## src/logic/timer_pkg.sv

```systemverilog
package timer_pkg;
  localparam int ADDR_W = 18;
  localparam int DATA_W = 32;
  localparam int SHORT_W = 16;
  localparam int LONG_W = 24;
  // register indices; byte address on the bus is four times the index
  localparam logic [15:0] IDX_B_LOW = 16'h00AC;
  localparam logic [15:0] IDX_B_HIGH = 16'h00AD;
  localparam logic [15:0] IDX_A_LOW = 16'h00AE;
  localparam logic [15:0] IDX_A_HIGH = 16'h00AF;
  localparam logic [15:0] IDX_DUAL_CTRL = 16'h00CF;
  localparam logic [15:0] IDX_L_HIGH = 16'hA063;
  localparam logic [15:0] IDX_L_CTRL = 16'hA068;
  localparam logic [15:0] IDX_L_LOW = 16'hA069;
  localparam logic [15:0] IDX_L_MID = 16'hA06A;
  // dual control field positions; timer a uses the low nibble
  localparam int DUAL_B_BASE = 4;
  localparam int DUAL_A_BASE = 0;
  localparam int NIB_FLAG = 3;
  localparam int NIB_MODE = 2;
  localparam int NIB_RUN = 1;
  localparam int NIB_IE = 0;
  // long timer control field positions
  localparam int L_FLAG = 7;
  localparam int L_SEL_HI = 6;
  localparam int L_SEL_LO = 5;
  localparam int L_MODE = 4;
  localparam int L_RUN = 3;
  localparam int L_IE = 0;
  localparam logic [7:0] CNT_RESET = 8'h00;
  localparam logic [7:0] CTRL_RESET = 8'h00;
  localparam logic [1:0] SEL_RESET = 2'h0;

  typedef struct packed {
    logic flag;
    logic mode;
    logic run;
    logic ie;
  } ctrl_s;

  typedef struct packed {
    logic cyc;
    logic stb;
    logic we;
    logic [ADDR_W-1:0] adr;
    logic [3:0] sel;
    logic [DATA_W-1:0] dat;
  } wb_req_s;
endpackage

```

## src/logic/reload_free_run_timers.sv

```systemverilog
// Overview of operation
// (RULE1) two 16-bit timers clocked by system clock
// (RULE2) dual control: timer b high nibble, a low
// (RULE3) 16-bit overflow sets flag, software writes zero
// (RULE4) 16-bit mode one reloads, zero free-runs
// (RULE5) 16-bit timer counts only while run set
// (RULE6) 16-bit interrupt enable gates overflow interrupt
// (RULE7) 16-bit counter split into low, high bytes
// (RULE8) all counter bytes reset to zero
// (RULE9) 16-bit write: reload value or live counter
// (RULE10) reads return live counter, no snapshot
// (RULE11) software reads highest byte first, low last
// (RULE12) 24-bit timer, free-run or auto-reload
// (RULE13) clock select: fast oscillator 0x, slow 1x
// (RULE14) 24-bit timer independent of system clock
// (RULE15) 24-bit control field layout, bits 2:1 unused
// (RULE16) 24-bit overflow sets flag until cleared
// (RULE17) 24-bit mode one reloads, zero free-runs
// (RULE18) 24-bit timer counts only while run set
// (RULE19) 24-bit interrupt enable gates overflow interrupt
// (RULE20) 24-bit counter in low, mid, high bytes
// (RULE21) 24-bit write: reload value or live counter
// (RULE22) request raised while flag and enable set
// (RULE23) overflow reloads, or wraps to zero
//
// The implementer's own choice: the Wishbone slave port.
`timescale 1ns/1ps

module osc_edge (
  input wire logic mclk, // system clock
  input wire logic rstn, // async reset, active low
  input wire logic osc, // asynchronous oscillator pin
  output logic rise // one-cycle pulse per oscillator rise
);
  logic meta_q;
  logic sync_q;
  logic last_q;

  always_ff @(posedge mclk or negedge rstn) begin
    if (!rstn) begin
      meta_q <= 1'b0;
      sync_q <= 1'b0;
      last_q <= 1'b0;
    end else begin
      meta_q <= osc;
      sync_q <= meta_q;
      last_q <= sync_q;
    end
  end

  assign rise = sync_q & ~last_q;
endmodule // osc_edge

module up_timer #(
  parameter int W = 16
) (
  input wire logic mclk, // system clock
  input wire logic rstn, // async reset, active low
  input wire logic tick, // count enable pulse
  input wire logic run, // counting allowed
  input wire logic reload_mode, // 1 reload, 0 free-run
  input wire logic [W/8-1:0] wr_en, // byte write strobes
  input wire logic [7:0] wr_byte, // byte write data
  output logic [W-1:0] count, // live counter
  output logic ovf // one-cycle overflow pulse
);
  import timer_pkg::*;
  localparam int NB = W / 8;
  logic [W-1:0] reload_q;
  logic direct_wr;

  // (RULE9) direct load only when free-running
  assign direct_wr = (|wr_en) & ~reload_mode;
  // (RULE5) gated by run bit
  assign ovf = tick & run & (&count) & ~direct_wr;

  // (RULE9) reload mode writes hidden reload
  always_ff @(posedge mclk or negedge rstn) begin
    if (!rstn) begin
      reload_q <= '0;
    end else begin
      for (int i = 0; i < NB; i++) begin
        if (wr_en[i] && reload_mode) begin
          reload_q[i*8 +: 8] <= wr_byte;
        end
      end
    end
  end

  // (RULE8) counter resets to zero
  always_ff @(posedge mclk or negedge rstn) begin
    if (!rstn) begin
      count <= {NB{CNT_RESET}};
    end else if (direct_wr) begin
      for (int i = 0; i < NB; i++) begin
        if (wr_en[i]) begin
          count[i*8 +: 8] <= wr_byte;
        end
      end
    end else if (tick && run) begin
      // (RULE23) reload or wrap on overflow
      if (&count) begin
        count <= reload_mode ? reload_q : '0;
      end else begin
        count <= count + 1'b1;
      end
    end
  end
endmodule // up_timer

module reload_free_run_timers (
  input wire logic mclk, // system clock, 100 MHz
  input wire logic rstn, // async reset, active low
  input wire timer_pkg::wb_req_s req, // wishbone request
  input wire logic fast_internal_oscillator, // fast oscillator pin
  input wire logic slow_internal_oscillator, // slow oscillator pin
  output logic [timer_pkg::DATA_W-1:0] rdata, // wishbone read data
  output logic ack, // wishbone acknowledge
  output logic timer_a_irq, // timer a interrupt request
  output logic timer_b_irq, // timer b interrupt request
  output logic long_timer_irq // long timer interrupt request
);
  import timer_pkg::*;

  logic [15:0] idx;
  logic take;
  logic wr;
  logic [7:0] wdat;
  logic [7:0] rbyte;
  ctrl_s ta_q;
  ctrl_s tb_q;
  ctrl_s tl_q;
  logic [1:0] long_timer_clock_select_q;
  logic [SHORT_W-1:0] timer_a_counter;
  logic [SHORT_W-1:0] timer_b_counter;
  logic [LONG_W-1:0] long_timer_counter;
  logic ovf_a;
  logic ovf_b;
  logic ovf_l;
  logic fast_rise;
  logic slow_rise;
  logic long_tick;
  logic wr_dual;
  logic wr_lctrl;

  assign idx = req.adr[ADDR_W-1:2];
  // a request is taken in the cycle before the ack is high
  assign take = req.cyc & req.stb & ~ack;
  assign wr = take & req.we & req.sel[0];
  assign wdat = req.dat[7:0];
  assign wr_dual = wr && (idx == IDX_DUAL_CTRL);
  assign wr_lctrl = wr && (idx == IDX_L_CTRL);

  osc_edge fast_sync (
    .mclk(mclk),
    .rstn(rstn),
    .osc(fast_internal_oscillator),
    .rise(fast_rise)
  );

  osc_edge slow_sync (
    .mclk(mclk),
    .rstn(rstn),
    .osc(slow_internal_oscillator),
    .rise(slow_rise)
  );

  // (RULE13) select oscillator by upper select bit
  assign long_tick = long_timer_clock_select_q[1] ? slow_rise : fast_rise;

  // (RULE1) system clock drives short timers every cycle
  up_timer #(.W(SHORT_W)) timer_a (
    .mclk(mclk),
    .rstn(rstn),
    .tick(1'b1),
    .run(ta_q.run),
    .reload_mode(ta_q.mode),
    .wr_en({wr && (idx == IDX_A_HIGH), wr && (idx == IDX_A_LOW)}),
    .wr_byte(wdat),
    .count(timer_a_counter),
    .ovf(ovf_a)
  );

  up_timer #(.W(SHORT_W)) timer_b (
    .mclk(mclk),
    .rstn(rstn),
    .tick(1'b1),
    .run(tb_q.run),
    .reload_mode(tb_q.mode),
    .wr_en({wr && (idx == IDX_B_HIGH), wr && (idx == IDX_B_LOW)}),
    .wr_byte(wdat),
    .count(timer_b_counter),
    .ovf(ovf_b)
  );

  // (RULE12) 24-bit timer, rate set by the oscillator tick
  // (RULE14) oscillator edges alone advance it; mclk only samples them
  up_timer #(.W(LONG_W)) long_timer (
    .mclk(mclk),
    .rstn(rstn),
    .tick(long_tick),
    .run(tl_q.run),
    .reload_mode(tl_q.mode),
    .wr_en({wr && (idx == IDX_L_HIGH), wr && (idx == IDX_L_MID),
            wr && (idx == IDX_L_LOW)}),
    .wr_byte(wdat),
    .count(long_timer_counter),
    .ovf(ovf_l)
  );

  // (RULE2) dual control write, mode/run/enable
  // (RULE4) mode bit steers timer
  always_ff @(posedge mclk or negedge rstn) begin
    if (!rstn) begin
      ta_q.mode <= 1'b0;
      ta_q.run <= 1'b0;
      ta_q.ie <= 1'b0;
      tb_q.mode <= 1'b0;
      tb_q.run <= 1'b0;
      tb_q.ie <= 1'b0;
    end else if (wr_dual) begin
      ta_q.mode <= wdat[DUAL_A_BASE + NIB_MODE];
      ta_q.run <= wdat[DUAL_A_BASE + NIB_RUN];
      ta_q.ie <= wdat[DUAL_A_BASE + NIB_IE];
      tb_q.mode <= wdat[DUAL_B_BASE + NIB_MODE];
      tb_q.run <= wdat[DUAL_B_BASE + NIB_RUN];
      tb_q.ie <= wdat[DUAL_B_BASE + NIB_IE];
    end
  end

  // (RULE3) flags: overflow sets, written zero clears, set wins
  always_ff @(posedge mclk or negedge rstn) begin
    if (!rstn) begin
      ta_q.flag <= 1'b0;
      tb_q.flag <= 1'b0;
    end else begin
      if (ovf_a) begin
        ta_q.flag <= 1'b1;
      end else if (wr_dual && !wdat[DUAL_A_BASE + NIB_FLAG]) begin
        ta_q.flag <= 1'b0;
      end
      if (ovf_b) begin
        tb_q.flag <= 1'b1;
      end else if (wr_dual && !wdat[DUAL_B_BASE + NIB_FLAG]) begin
        tb_q.flag <= 1'b0;
      end
    end
  end

  // (RULE15) long control layout
  // (RULE17) long mode bit
  // (RULE18) long run bit
  always_ff @(posedge mclk or negedge rstn) begin
    if (!rstn) begin
      tl_q.mode <= 1'b0;
      tl_q.run <= 1'b0;
      tl_q.ie <= 1'b0;
      long_timer_clock_select_q <= SEL_RESET;
    end else if (wr_lctrl) begin
      tl_q.mode <= wdat[L_MODE];
      tl_q.run <= wdat[L_RUN];
      tl_q.ie <= wdat[L_IE];
      long_timer_clock_select_q <= wdat[L_SEL_HI:L_SEL_LO];
    end
  end

  // (RULE16) long flag sticky, set beats clear
  always_ff @(posedge mclk or negedge rstn) begin
    if (!rstn) begin
      tl_q.flag <= 1'b0;
    end else if (ovf_l) begin
      tl_q.flag <= 1'b1;
    end else if (wr_lctrl && !wdat[L_FLAG]) begin
      tl_q.flag <= 1'b0;
    end
  end

  // (RULE6) short enables gate the request
  // (RULE19) long enable gates the request
  // (RULE22) request follows flag and enable
  always_ff @(posedge mclk or negedge rstn) begin
    if (!rstn) begin
      timer_a_irq <= 1'b0;
      timer_b_irq <= 1'b0;
      long_timer_irq <= 1'b0;
    end else begin
      timer_a_irq <= ta_q.flag & ta_q.ie;
      timer_b_irq <= tb_q.flag & tb_q.ie;
      long_timer_irq <= tl_q.flag & tl_q.ie;
    end
  end

  // (RULE7) short counter byte lanes
  // (RULE20) long counter byte lanes
  // (RULE10) live counter, nothing latched on read
  always_comb begin
    unique case (idx)
      IDX_A_LOW: rbyte = timer_a_counter[7:0];
      IDX_A_HIGH: rbyte = timer_a_counter[15:8];
      IDX_B_LOW: rbyte = timer_b_counter[7:0];
      IDX_B_HIGH: rbyte = timer_b_counter[15:8];
      IDX_DUAL_CTRL: rbyte = {tb_q, ta_q};
      IDX_L_LOW: rbyte = long_timer_counter[7:0];
      IDX_L_MID: rbyte = long_timer_counter[15:8];
      IDX_L_HIGH: rbyte = long_timer_counter[23:16];
      IDX_L_CTRL: rbyte = {tl_q.flag, long_timer_clock_select_q, tl_q.mode,
                           tl_q.run, 2'h0, tl_q.ie};
      default: rbyte = CTRL_RESET;
    endcase
  end

  // one wait state: ack one cycle after the request appears, then low
  always_ff @(posedge mclk or negedge rstn) begin
    if (!rstn) begin
      ack <= 1'b0;
      rdata <= '0;
    end else begin
      ack <= take;
      if (take) begin
        rdata <= {24'h000000, rbyte};
      end
    end
  end
endmodule // reload_free_run_timers

```

## config.mk

```make
export PLATFORM = sky130hd
export DESIGN_NAME = reload_free_run_timers
export DESIGN_NICKNAME = d
export VERILOG_FILES = /design/src/logic/timer_pkg.sv /design/src/logic/reload_free_run_timers.sv
export SDC_FILE = /design/constraint.sdc
export NUM_CORES = 1
export LEC_CHECK = 0
export BUFFER_PORTS_ARGS = -buffer_cell sky130_fd_sc_hd__clkbuf_2
export CORE_MARGIN = 2
export CORE_UTILIZATION = 25
export DETAILED_ROUTE_END_ITERATION = 10
export PLACE_DENSITY_LB_ADDON = 0.15
export SLEW_MARGIN = 15
export SYNTH_ARGS = -nofsm -noshare
export SYNTH_HDL_FRONTEND = slang
export SYNTH_SLANG_ARGS = --single-unit
```

## constraint.sdc

```tcl
create_clock -name mclk -period 4.1 [get_ports mclk]
set_input_delay 0 -clock mclk [delete_from_list [all_inputs] [get_ports mclk]]
set_output_delay 0 -clock mclk [all_outputs]
set_load 0.005 [all_outputs]
```

After elaboration in Yosys (flattened, before gate mapping)
Index checks and enable logic that the tools add are counted.

word-level totals
  word-level logic and storage cells = 153
  input bits = 61
  register bits = 144
  output and inout bits = 36

operators by class
  equality and inequality tests = 16
  $add $sub $neg = 3
  reduce and logical (&&, ||, !) cells = 41
  mux-type cells = 27
  bitwise gates (word level) = 28

operators by type and width
  operator                                               number
  two-way mux 16 bit                                     8
  two-way mux 24 bit                                     4
  == test 16 x 8 -> 1 bit, second input constant         5
  case mux 8 bit (9 select lines)                        1
  == test 16 bit, second input constant                  4
  two-way mux 8 bit                                      7
  adder 16 x 1 -> 16 bit, second input constant          2
  AND reduction 16 bit                                   2
  adder 24 x 1 -> 24 bit, second input constant          1
  AND reduction 24 bit                                   1
  logical AND 1 bit                                      20
  bitwise AND 1 bit                                      19
  inequality test 2 x 1 -> 1 bit, second input constant  7
  AND reduction 2 bit                                    7
  nonzero test 2 bit                                     6
  inverter 1 bit                                         9
  two-way mux 1 bit                                      7
  OR reduction 2 bit                                     2
  OR reduction 3 bit                                     1
  logical NOT 1 bit                                      2

Depth between registers and ports, before layout
Gate-level depths: netlist of run 1.

  word-level depth = 10
  mapped depth = 9
  gate-level depth less buffers = 7

Hierarchy
From an unflattened synthesis of run 1, not the netlist that was laid out.

second synthesis, totals
  cells, all modules = 882
  area total of the unflattened synthesis = 8748.4 sq um

modules (own cells, without submodules)
  module                  sequential area each (sq um)  instances  cells each  area each (sq um)
  up_timer (timer_a ...)  800.8                         2          187         1871.8
  up_timer (long_timer)   1201.2                        1          310         2862.7
  reload_free_run_timers  650.6                         1          190         1964.4
  osc_edge                75.1                          2          4           88.8

Worst setup path after synthesis of run 1
OpenSTA, ideal clock, no wires.

  path type = reg-to-reg
  from = register timer_b.count[0]
  to = register timer_b.count[1]
  setup time = 0.119 ns
  data arrival time = 1.911 ns
  buffers on the path = 1
  data required time = 3.981 ns
  setup slack = 2.070 ns
  cell stages (with the launch flop) = 9
  period minus slack after synthesis = 2.030 ns
  cell sequence = dfrtp_1 ha_1 and3_1 nand4_1 or2_2 clkbuf_1 a221oi_1 o21ai_0 o21a_1

on the way
  longest elaborated chain between the ends = 4
  elaborated cells on any way between the ends = 5
  classes of those cells = add/sub (1); mux (3); reduce/logical (1)

RTL lines
  element                                                         line                                                          source
  start: declaration                                              reload_free_run_timers.sv:64                                  output logic [W-1:0] count,
  start signal: assignment                                        reload_free_run_timers.sv:93                                  count <= {NB{CNT_RESET}};
  start signal: indexed assignment                                reload_free_run_timers.sv:97                                  count[i*8 +: 8] <= wr_byte;
  start signal: assignment                                        reload_free_run_timers.sv:103                                 count <= reload_mode ? reload_q : '0;
  adder 16 x 1 -> 16 bit or AND reduction 16 bit (tied branches)  reload_free_run_timers.sv:105, reload_free_run_timers.sv:102
  two-way mux 16 bit (*)                                          reload_free_run_timers.sv:102                                 if (&count) begin
  two-way mux 16 bit (*)                                          reload_free_run_timers.sv:100                                 end else if (tick && run) begin
  two-way mux 16 bit (*)                                          reload_free_run_timers.sv:94                                  end else if (direct_wr) begin

Every way passes the cells marked *; elsewhere a longest branch is shown, timed or not. The select of a mux whose other input is x is not followed.
A chain may end at the register's enable or synchronous reset.

Final worst setup path of run 1
  from = register ack
  to = register timer_a.count[9]

on the way
  longest elaborated chain between the ends = 9
  elaborated cells on any way between the ends = 12
  classes of those cells = eq/ne (1); mux (1); bitwise (5); reduce/logical (5)

RTL lines
  element                                                                         line                           source
  start: declaration                                                              reload_free_run_timers.sv:118  output logic ack,
  start signal: assignment                                                        reload_free_run_timers.sv:318  ack <= take;
  inverter 1 bit (*)                                                              reload_free_run_timers.sv:148  assign take = req.cyc & req.stb & ~ack;
  bitwise AND 1 bit (*)                                                           reload_free_run_timers.sv:148
  bitwise AND 1 bit (*) (2 in a row)                                              reload_free_run_timers.sv:149  assign wr = take & req.we & req.sel[0];
  logical AND 1 bit                                                               reload_free_run_timers.sv:178  .wr_en({wr && (idx == IDX_A_HIGH), wr && (idx == IDX_A_LOW)}),
  OR reduction 2 bit                                                              reload_free_run_timers.sv:73   assign direct_wr = (|wr_en) & ~reload_mode;
  bitwise AND 1 bit                                                               reload_free_run_timers.sv:73
  inequality test 2 x 1 -> 1 bit (no line) or nonzero test 2 bit (tied branches)  -
  AND reduction 2 bit (no line)                                                   -
  end signal: assignment                                                          reload_free_run_timers.sv:93
  end signal: indexed assignment                                                  reload_free_run_timers.sv:97
  end signal: assignment                                                          reload_free_run_timers.sv:103
  end: declaration                                                                reload_free_run_timers.sv:64

Every way passes the cells marked *; elsewhere a longest branch is shown, timed or not.

==> flow_metrics.py, run 1 <==
metrics = {
    "final_layout": {
        "fin_area_um2": 9710,
        "drive_gt1_frac": 0.195,
        "utilization": 0.289,
        "syn_to_final_growth_pct": 13.8,
        "antennaDiodeCount": 0,
        "nets": 986,
        "fin_cells": 1383,
    },
    "logic_synthesis": {
        "yosysWarnings": 0,
        "yosysSeqAreaShare": 0.422,
        "synth_top_family_by_area": "simple AND/OR/NAND/NOR gates",
        "synthAdderAreaFrac": 0.00440,
        "synth_xor_area_frac": 0.0236,
        "synth_area_per_cell_um2": 9.52,
        "post_synth_inst_count": 897,
        "ys_seq_elements": 144,
        "yosysUniqueCellTypes": 84,
        "synth_top_cells_by_count": "dfrtp_1, nand2_1, nor2_1",
        "ys_top_cells_by_area": "dfrtp_1, mux2_2, nand2_1",
        "synth.cell_area_um2": 8540,
        "synth.most_common_cell": "dfrtp_1",
        "synth_compound_area_frac": 0.191,
        "synth-edff-count": 0,
        "async_reset_ff_frac": 1.00,
        "synth_top_cell_by_area": "dfrtp_1",
        "synthSimpleGateAreaFrac": 0.198,
        "synth_top_area_frac": 0.422,
        "synthMuxAreaShare": 0.107,
        "synth_ff_type": "dfrtp_1",
    },
    "clocking": {
        "cts.clk_slew.worst_paths_ns": 0.08,
        "insertion_delay_ns": 0.45,
        "htreeDepth": 4,
        "post_cts_resize_count": 0,
        "cts_tree": "done",
        "root_buffer": "clkbuf_16",
        "cts_buffer_depth": 2,
        "numCtsBuffers": 17,
        "cts.sinks": 144,
    },
    "global_route": {
        "grt_pass1_vias": 7259,
        "antenna_found_initial": 0,
        "grt_usage": 0.175,
        "gr-total-overflow": 0,
        "grt_first_pass_wirelength_mm": 46.7,
        "grt_max_degree": 70,
    },
    "hold_path": {
        "hold_path_depth": 2,
        "hp-class": "in2reg",
    },
    "drt": {
        "num_vias": 7347,
        "via_per_inst": 5.31,
        "drtIter0Drc": 624,
        "post_drt_wl_per_cell_um": 22.0,
        "drc_errors": 0,
        "drt_pass1_iterations": 9,
        "ant_nets": 0,
        "drt_wl_total_mm": 30.4,
    },
    "run_status": {
        "status": "complete, no violations",
    },
    "setup_path": {
        "start_kind": "register",
        "path_delay_family": "simple AND/OR/NAND/NOR gates",
        "cp.depth": 8,
        "crit_slowest_cell": "o41ai_2",
        "crit_arrival_ns": 3.28,
        "worstPathMaxFanout": 14,
        "r2r_setup_slack_ns": 1.09,
        "rr_startpoint": "ack$_DFF_PN0_",
        "crit_end": "timer_a.count[9]$_DFFE_PN0P_",
        "timing.rr.end": "timer_a.count[9]$_DFFE_PN0P_",
        "crit_chain": "nand3b_1, buf_4, inv_1, nand4_1, o41ai_2, nand2_1, nor2_1, a211oi_1",
        "worst_path_largest_cell_delay_ns": 0.73,
        "cp-startpoint": "ack$_DFF_PN0_",
        "critPathKind": "reg2reg",
        "crit_buf_inv": 2,
        "cp.required_ns": 4.37,
        "end_kind": "register",
        "worst-r2r-cell-count": 8,
    },
    "die": {
        "rows": 67,
        "ios": 97,
        "core_area_um2": 33600,
        "die_h_um": 189,
        "dieArea_um2": 35600,
        "die_w_um": 189,
        "start_util": 0.254,
    },
    "sta": {
        "rsz0062_at_grt": "no",
        "fmax_ghz": 0.332,
        "worstMarginPinSlew_ns": 1.05,
        "tns_ns": 0,
        "max_slew_margin": 0.297,
        "slew_violations": 0,
        "fin_crit_sh": 0.734,
        "period_needed_ns": 3.01,
        "skew_ns": 0.0128,
        "setup_viol": 0,
        "hold_viol_final": 0,
    },
    "power": {
        "irDropWorstVdd_v": 0.000203,
        "power_density_nw_per_um2": 348,
        "p_leak_nw": 4.21,
    },
    "job": {
        "cap_violations": 0,
    },
    "placed_design": {
        "io_buffers": 43,
        "dpl_cell_area_um2": 9090,
        "dpl.cell_count": 1348,
        "post-dp-hpwl_mm": 21.6,
        "gp_congestion": 0.808,
    },
}
[metrics by stage]
stage          power (W)  hold WS (ns)  setup WS, ns
2_1_floorplan    0.00166        -0.296          2.07
3_3_place_gp     0.00179        0.0677          1.10
3_5_place_dp     0.00179        0.0588          1.13
4_1_cts          0.00342        0.0245          1.08
5_1_grt          0.00352        0.0350         0.800
6_report         0.00338        0.0243          1.09
[worst min-delay path by stage]
stage / start / to / slack [ns]
final: req[2] / long_timer.reload_q[18]$_DFFE_PN0P_ / 0.02
after global routing: req[2] / long_timer.reload_q[18]$_DFFE_PN0P_ / 0.04
after CTS: req[2] / long_timer.reload_q[18]$_DFFE_PN0P_ / 0.02
after detailed placement: rstn / timer_b.reload_q[15]$_DFFE_PN0P_ / 0.06
after global placement: rstn / timer_b.reload_q[8]$_DFFE_PN0P_ / 0.07
after floorplan: rstn / ack$_DFF_PN0_ / -0.30
[cells in the final DEF (no fill, tap or decap), types with 8 or more instances in the layout]
cell type,count
clkbuf_16,17
and3_1,14
and2_1,10
mux4_2,8
nand2_1,89
and4_1,11
nand4_1,25
a211o_1,8
a21oi_1,66
inv_1,14
a222oi_1,11
buf_4,13
nand3_1,44
clkbuf_2,42
xor2_1,10
xnor2_1,13
dfrtp_1,144
mux2_2,64
a211oi_1,15
nor2_1,67
nor3_1,21
conb_1,24
a31oi_1,9
o21ai_0,46
o31ai_1,8
[flip-flops by register name, indices dropped and copies added (netlist names), 2 cells and up]
name and flops:
long_timer.count 24, long_timer.reload_q 24, long_timer_clock_select_q 2, rdata 8, ta_q 4, tb_q 4
timer_a.count 16, timer_a.reload_q 16, timer_b.count 16, timer_b.reload_q 16, tl_q 4
[cell families (layout without fill, tap and decap cells)]
group | count (synthesis) | after routing
compound gates | 240 | 240
mux | 73 | 73
other cells | 1 | 24
xor+xnor | 23 | 23
simple gates | 323 | 323
fa+ha+maj | 3 | 3
flops | 144 | 144
buf+inv | 90 | 105
[cell type report]
type | instances | area, µm²
Sequential cell | 144 | 3600
Tap cell | 448 | 561
Clock buffer | 17 | 425
Clock inverter | 15 | 164
Multi-Input combinational cell | 686 | 4560
Timing Repair Buffer | 59 | 349
Inverter | 14 | 52.6
Fill cell | 3535 | 23900
[metal layers]
metal  vias up  global-route usage  wire, µm
met5         -                   0         0
met4         0              0.0517       641
met3        32              0.0358      1630
met2       225               0.265     13400
met1      3715               0.251     14700
li1       3375                   -         -
[worst register-to-register path, delay by kind of cell, from the launching register on]
kind | cells | cell delay [ns]
buf+inv | 2 | 0.57
flops | 1 | 0.39
simple gates | 4 | 1.09
compound gates | 2 | 0.79
[repair_timing]
action | CTS | global route
hold buffers | 3 | 0
hold endpoints to repair | 69 | 0
endpoints found under the setup margin | 0 | 0
setup buffers | 0 | 0
[where the power goes]
| part | total (W) | internal, W | leakage (nW) | switching (W) |
|---|---|---|---|---|
| clock | 0.00162 | 0.000869 | 0.289 | 0.000747 |
| combinational | 0.000245 | 0.0000860 | 1.99 | 0.000159 |
| sequential | 0.00152 | 0.00145 | 1.94 | 0.0000679 |
Note: power is estimated with default switching activity, not from simulation.
==> run 2, diff against run 1 <==
- clock period: 4.1 -> 3 ns (I/O delays scaled with it)
==> flow_metrics.py, run 2 (synthesis gave the netlist of run 1 again) <==
metrics = {
    "clocking": {
        "cts.clk_slew.worst_paths_ns": 0.07,
        "numCtsBuffers": 17,
        "htreeDepth": 4,
        "insertion_delay_ns": 0.44,
        "cts_tree": "done",
        "post_cts_resize_count": 0,
        "root_buffer": "clkbuf_16",
        "cts.sinks": 144,
        "cts_buffer_depth": 2,
    },
    "final_layout": {
        "drive_gt1_frac": 0.223,
        "fin_area_um2": 9990,
        "utilization": 0.297,
        "mostFrequentLayoutCell": "dfrtp_1",
        "top_regs": "long_timer.count: 24 flops, long_timer.reload_q: 24 flops",
        "antennaDiodeCount": 0,
        "nets": 1020,
        "layout_common_cells": "dfrtp_1, nand2_1, nor2_1",
        "syn_to_final_growth_pct": 17.0,
    },
    "drt": {
        "post_drt_wl_per_cell_um": 22.0,
        "ant_nets": 0,
        "num_vias": 7485,
        "drtIter0Drc": 687,
        "drt_wl_total_mm": 31.1,
        "drt_pass1_iterations": 8,
        "via_per_inst": 5.28,
        "drc_errors": 0,
    },
    "die": {
        "die_h_um": 189,
        "rows": 67,
        "start_util": 0.254,
        "ios": 97,
        "die_w_um": 189,
        "core_area_um2": 33600,
        "dieArea_um2": 35600,
    },
    "sta": {
        "max_slew_margin": 0.500,
        "period_needed_ns": 2.61,
        "skew_ns": 0.0127,
        "slew_violations": 0,
        "fin_crit_sh": 0.869,
        "fmax_ghz": 0.384,
        "hold_viol_final": 0,
        "tns_ns": 0,
        "worstMarginPinSlew_ns": 0.750,
        "whs_ns": 0.0517,
        "rsz0062_at_grt": "no",
        "setup_viol": 0,
    },
    "global_route": {
        "gr-total-overflow": 0,
        "grt_pass1_vias": 7287,
        "grt_usage": 0.178,
        "grt_max_degree": 75,
        "grt_first_pass_wirelength_mm": 47.6,
        "antenna_found_initial": 1,
    },
    "placed_design": {
        "io_buffers": 43,
        "gp_congestion": 0.846,
        "dpl_cell_area_um2": 9360,
        "post-dp-hpwl_mm": 22.1,
    },
    "run_status": {
        "status": "complete, no violations",
    },
    "hold_path": {
        "hold_path_depth": 2,
        "hp-class": "in2reg",
        "holdPathEnd": "long_timer.reload_q[10]$_DFFE_PN0P_",
        "min_from": "req[2]",
    },
    "power": {
        "power_density_nw_per_um2": 468,
        "p_leak_nw": 4.37,
        "irDropWorstVdd_v": 0.000300,
    },
    "setup_path": {
        "worstPathMaxFanout": 14,
        "crit_arrival_ns": 2.93,
        "end_kind": "register",
        "r2r_setup_slack_ns": 0.39,
        "worst-r2r-cell-count": 7,
        "start_kind": "register",
        "cp.required_ns": 3.32,
        "critPathKind": "reg2reg",
        "rr_startpoint": "ack$_DFF_PN0_",
        "timing.rr.end": "timer_b.count[14]$_DFFE_PN0P_",
    },
    "job": {
        "cap_violations": 0,
    },
}
==> run 2: cell count changes in the layout (fill, tap and decap cells not counted) <==
cell,previous run,this run
bufinv_16,1,2
clkbuf_8,0,1
clkinv_2,0,1
inv_6,6,4
buf_4,13,46
clkinv_4,2,4
inv_8,5,0
buf_12,0,1
clkinvlp_4,1,3
==> run 2: area by class of cell <==
type / count / area [µm²]
clock inverter: 14 / 158
multi-input combinational: 686 / 4560
clock buffer: 18 / 439
inverter: 14 / 52.6
fill: 3548 / 23600
sequential: 144 / 3600
tap: 448 / 561
timing repair buffer: 93 / 617
==> run 2: metal layers <==
metal / wire, µm / track usage
met2: 13800 / 0.273
met5: 0 / 0
met4: 512 / 0.0493
met3: 1400 / 0.0302
met1: 15400 / 0.258
==> run 2: metrics by stage <==
step / setup slack, ns / instances / power (W)
floorplan: 0.970 / 920 / 0.00227
global placement: 0.473 / 1382 / 0.00248
detailed placement: 0.485 / 1382 / 0.00248
CTS: 0.453 / 1417 / 0.00472
global route: 0.239 / 1417 / 0.00485
finish: 0.393 / 1417 / 0.00467
==> run 2: power breakdown <==
part | leakage (nW) | switching, W | total [W] | internal (W)
sequential | 1.94 | 0.0000575 | 0.00204 | 0.00198
clock | 0.284 | 0.000957 | 0.00222 | 0.00126
combinational | 2.15 | 0.000267 | 0.000409 | 0.000142
==> run 2: timing repair <==
action,4_1_cts,5_1_grt
setup buffers,0,0
hold buffers,3,0
endpoints found under the hold margin,74,0
==> run 2: worst max path at each step <==
stage | end | slack, ns | from
final | timer_b.count[14]$_DFFE_PN0P_ | 0.39 | ack$_DFF_PN0_
after global routing | timer_b.count[14]$_DFFE_PN0P_ | 0.24 | ack$_DFF_PN0_
after CTS | long_timer.count[13]$_DFFE_PN0P_ | 0.45 | ack$_DFF_PN0_
after detailed placement | long_timer.count[13]$_DFFE_PN0P_ | 0.48 | ack$_DFF_PN0_
after global placement | timer_b.count[15]$_DFFE_PN0P_ | 0.47 | ack$_DFF_PN0_
after floorplan | timer_b.count[1]$_DFFE_PN0P_ | 0.97 | timer_b.count[0]$_DFFE_PN0P_
==> run 2: worst max-delay path: stages (launching register included) <==
cell	delay, ns
dfrtp_1	0.39
nand3b_1	0.19
inv_1	0.38
and4_1	0.39
nand3_1	0.52
nor2_1	0.35
o21ai_0	0.14
o21a_1	0.12
==> run 3, diff against run 2 <==
- GPL_TIMING_DRIVEN: not set -> 0
==> flow_metrics.py, run 3 (synthesis gave the netlist of run 1 again) <==
metrics = {
    "clocking": {
        "postCtsSetupBuffers": 0,
        "post_cts_resize_count": 0,
        "cts.clk_slew.worst_paths_ns": 0.07,
        "root_buffer": "clkbuf_16",
        "numCtsBuffers": 17,
        "cts_tree": "done",
        "insertion_delay_ns": 0.45,
        "htreeDepth": 4,
        "cts_buffer_depth": 2,
        "cts.sinks": 144,
    },
    "power": {
        "pwr-share-comb": 0.078,
        "p_seq_frac": 0.429,
        "p_int_w": 0.00354,
        "irDropWorstVdd_v": 0.000337,
        "sw_frac_of_total": 0.273,
        "p_leak_nw": 4.41,
        "power_density_nw_per_um2": 482,
        "pwr-share-clk": 0.493,
        "p_sw_w": 0.00133,
    },
    "drt": {
        "ant_nets": 0,
        "drtIter0Drc": 808,
        "num_vias": 7638,
        "drt_wl_total_mm": 33.2,
        "via_per_inst": 5.29,
        "post_drt_wl_per_cell_um": 23.0,
        "drc_errors": 0,
        "drt_pass1_iterations": 8,
    },
    "final_layout": {
        "antennaDiodeCount": 0,
        "fin_area_um2": 10100,
        "mostFrequentLayoutCell": "dfrtp_1",
        "drive_gt1_frac": 0.209,
        "fillerInstances": 3498,
        "top_regs": "long_timer.count: 24 flops, long_timer.reload_q: 24 flops",
        "nets": 1047,
        "layout_common_cells": "dfrtp_1, nand2_1, nor2_1",
        "syn_to_final_growth_pct": 18.2,
        "utilization": 0.300,
    },
    "sta": {
        "worstMarginPinSlew_ns": 1.10,
        "slew_violations": 0,
        "setup_viol": 0,
        "fmax_ghz": 0.349,
        "rsz0062_at_grt": "no",
        "skew_ns": 0.0110,
        "tns_ns": 0,
        "max_slew_margin": 0.262,
        "period_needed_ns": 2.87,
        "hold_viol_final": 0,
        "fin_crit_sh": 0.956,
    },
    "global_route": {
        "grt_usage": 0.190,
        "antenna_found_initial": 0,
        "grt_first_pass_wirelength_mm": 50.1,
        "gr-total-overflow": 0,
        "grt_max_degree": 77,
        "grt_pass1_vias": 7485,
    },
    "setup_path": {
        "end_kind": "register",
        "critPathKind": "reg2reg",
        "cp.required_ns": 3.34,
        "timing.rr.end": "timer_a.count[12]$_DFFE_PN0P_",
        "start_kind": "register",
        "r2r_setup_slack_ns": 0.13,
        "rr_startpoint": "ack$_DFF_PN0_",
        "worst-r2r-cell-count": 7,
        "worstPathMaxFanout": 10,
        "crit_arrival_ns": 3.21,
    },
    "placed_design": {
        "io_buffers": 40,
        "dpl_cell_area_um2": 9420,
        "gp_congestion": 0.859,
        "post-dp-hpwl_mm": 24.0,
    },
    "job": {
        "cap_violations": 0,
    },
    "die": {
        "ios": 97,
        "die_h_um": 189,
        "rows": 67,
        "start_util": 0.254,
        "die_w_um": 189,
        "dieArea_um2": 35600,
        "core_area_um2": 33600,
    },
    "hold_path": {
        "holdPathEnd": "long_timer.reload_q[2]$_DFFE_PN0P_",
        "min_from": "req[2]",
        "hold_path_depth": 2,
        "hp-class": "in2reg",
    },
    "run_status": {
        "status": "complete, no violations",
    },
}
-- run 3: critical path, cell delays in order (launching register included) --
cell and delay (ns):
dfrtp_1 0.40, nand3b_1 0.25, inv_1 0.21, nand4_1 0.25
o41ai_2 0.78, nand2_1 0.52, a21oi_1 0.28, nor2_1 0.06
-- run 3: power by group through the flow --
stage	Clock [W]	Combinational (W)	Sequential, W
floorplan	0	0.000207	0.00206
global placement	0	0.000371	0.00212
detailed placement	0	0.000377	0.00212
CTS	0.00244	0.000381	0.00208
global route	0.00251	0.000417	0.00209
finish	0.00240	0.000379	0.00209
-- run 3: final cells by class --
cell class	count	area, µm²	share of cell area
Multi-Input combinational cell	686	4560	0.452
Sequential cell	144	3600	0.357
Tap cell	448	561	0.0556
Clock buffer	18	429	0.0425
Buffer	76	410	0.0407
Timing Repair Buffer	44	267	0.0264
Clock inverter	14	203	0.0201
Inverter	14	52.6	0.00521
-- run 3: timing repair --
action,in CTS,in global routing
hold buffers,3,0
endpoints found under the setup margin,0,0
endpoints found under the hold margin,70,0
-- run 3: worst max path at each step --
stage                                                   to  slack, ns                    startpoint  cells past startpoint
after floorplan               timer_b.count[1]$_DFFE_PN0P_       0.97  timer_b.count[0]$_DFFE_PN0P_                      8
after global placement     long_timer.count[4]$_DFFE_PN0P_      -0.94                          rstn                      1
after detailed placement  long_timer.count[14]$_DFFE_PN0P_       0.18           tl_q[2]$_DFFE_PN0N_                      7
after CTS                 long_timer.count[14]$_DFFE_PN0P_       0.16           tl_q[2]$_DFFE_PN0N_                      7
after global routing          timer_a.count[9]$_DFFE_PN0P_      0.006                 ack$_DFF_PN0_                      7
final                        timer_a.count[12]$_DFFE_PN0P_       0.13                 ack$_DFF_PN0_                      7
-- run 3: layer usage --
layer	vias up	wire, µm	global-route usage
li1	3508	-	-
met5	-	0	0
met3	40	2010	0.0309
met1	3793	15800	0.275
met4	0	771	0.0628
met2	297	14700	0.288
-- run 3: metrics by stage --
step	hold WS [ns]	power, W	instances	setup WS [ns]
final	0.0331	0.00486	1444	0.132
after global routing	0.0412	0.00502	1444	0.00563
after CTS	0.0368	0.00490	1444	0.160
after detailed placement	0.0621	0.00249	1409	0.185
after global placement	0.110	0.00249	1408	-0.938
after floorplan	-0.296	0.00227	920	0.970
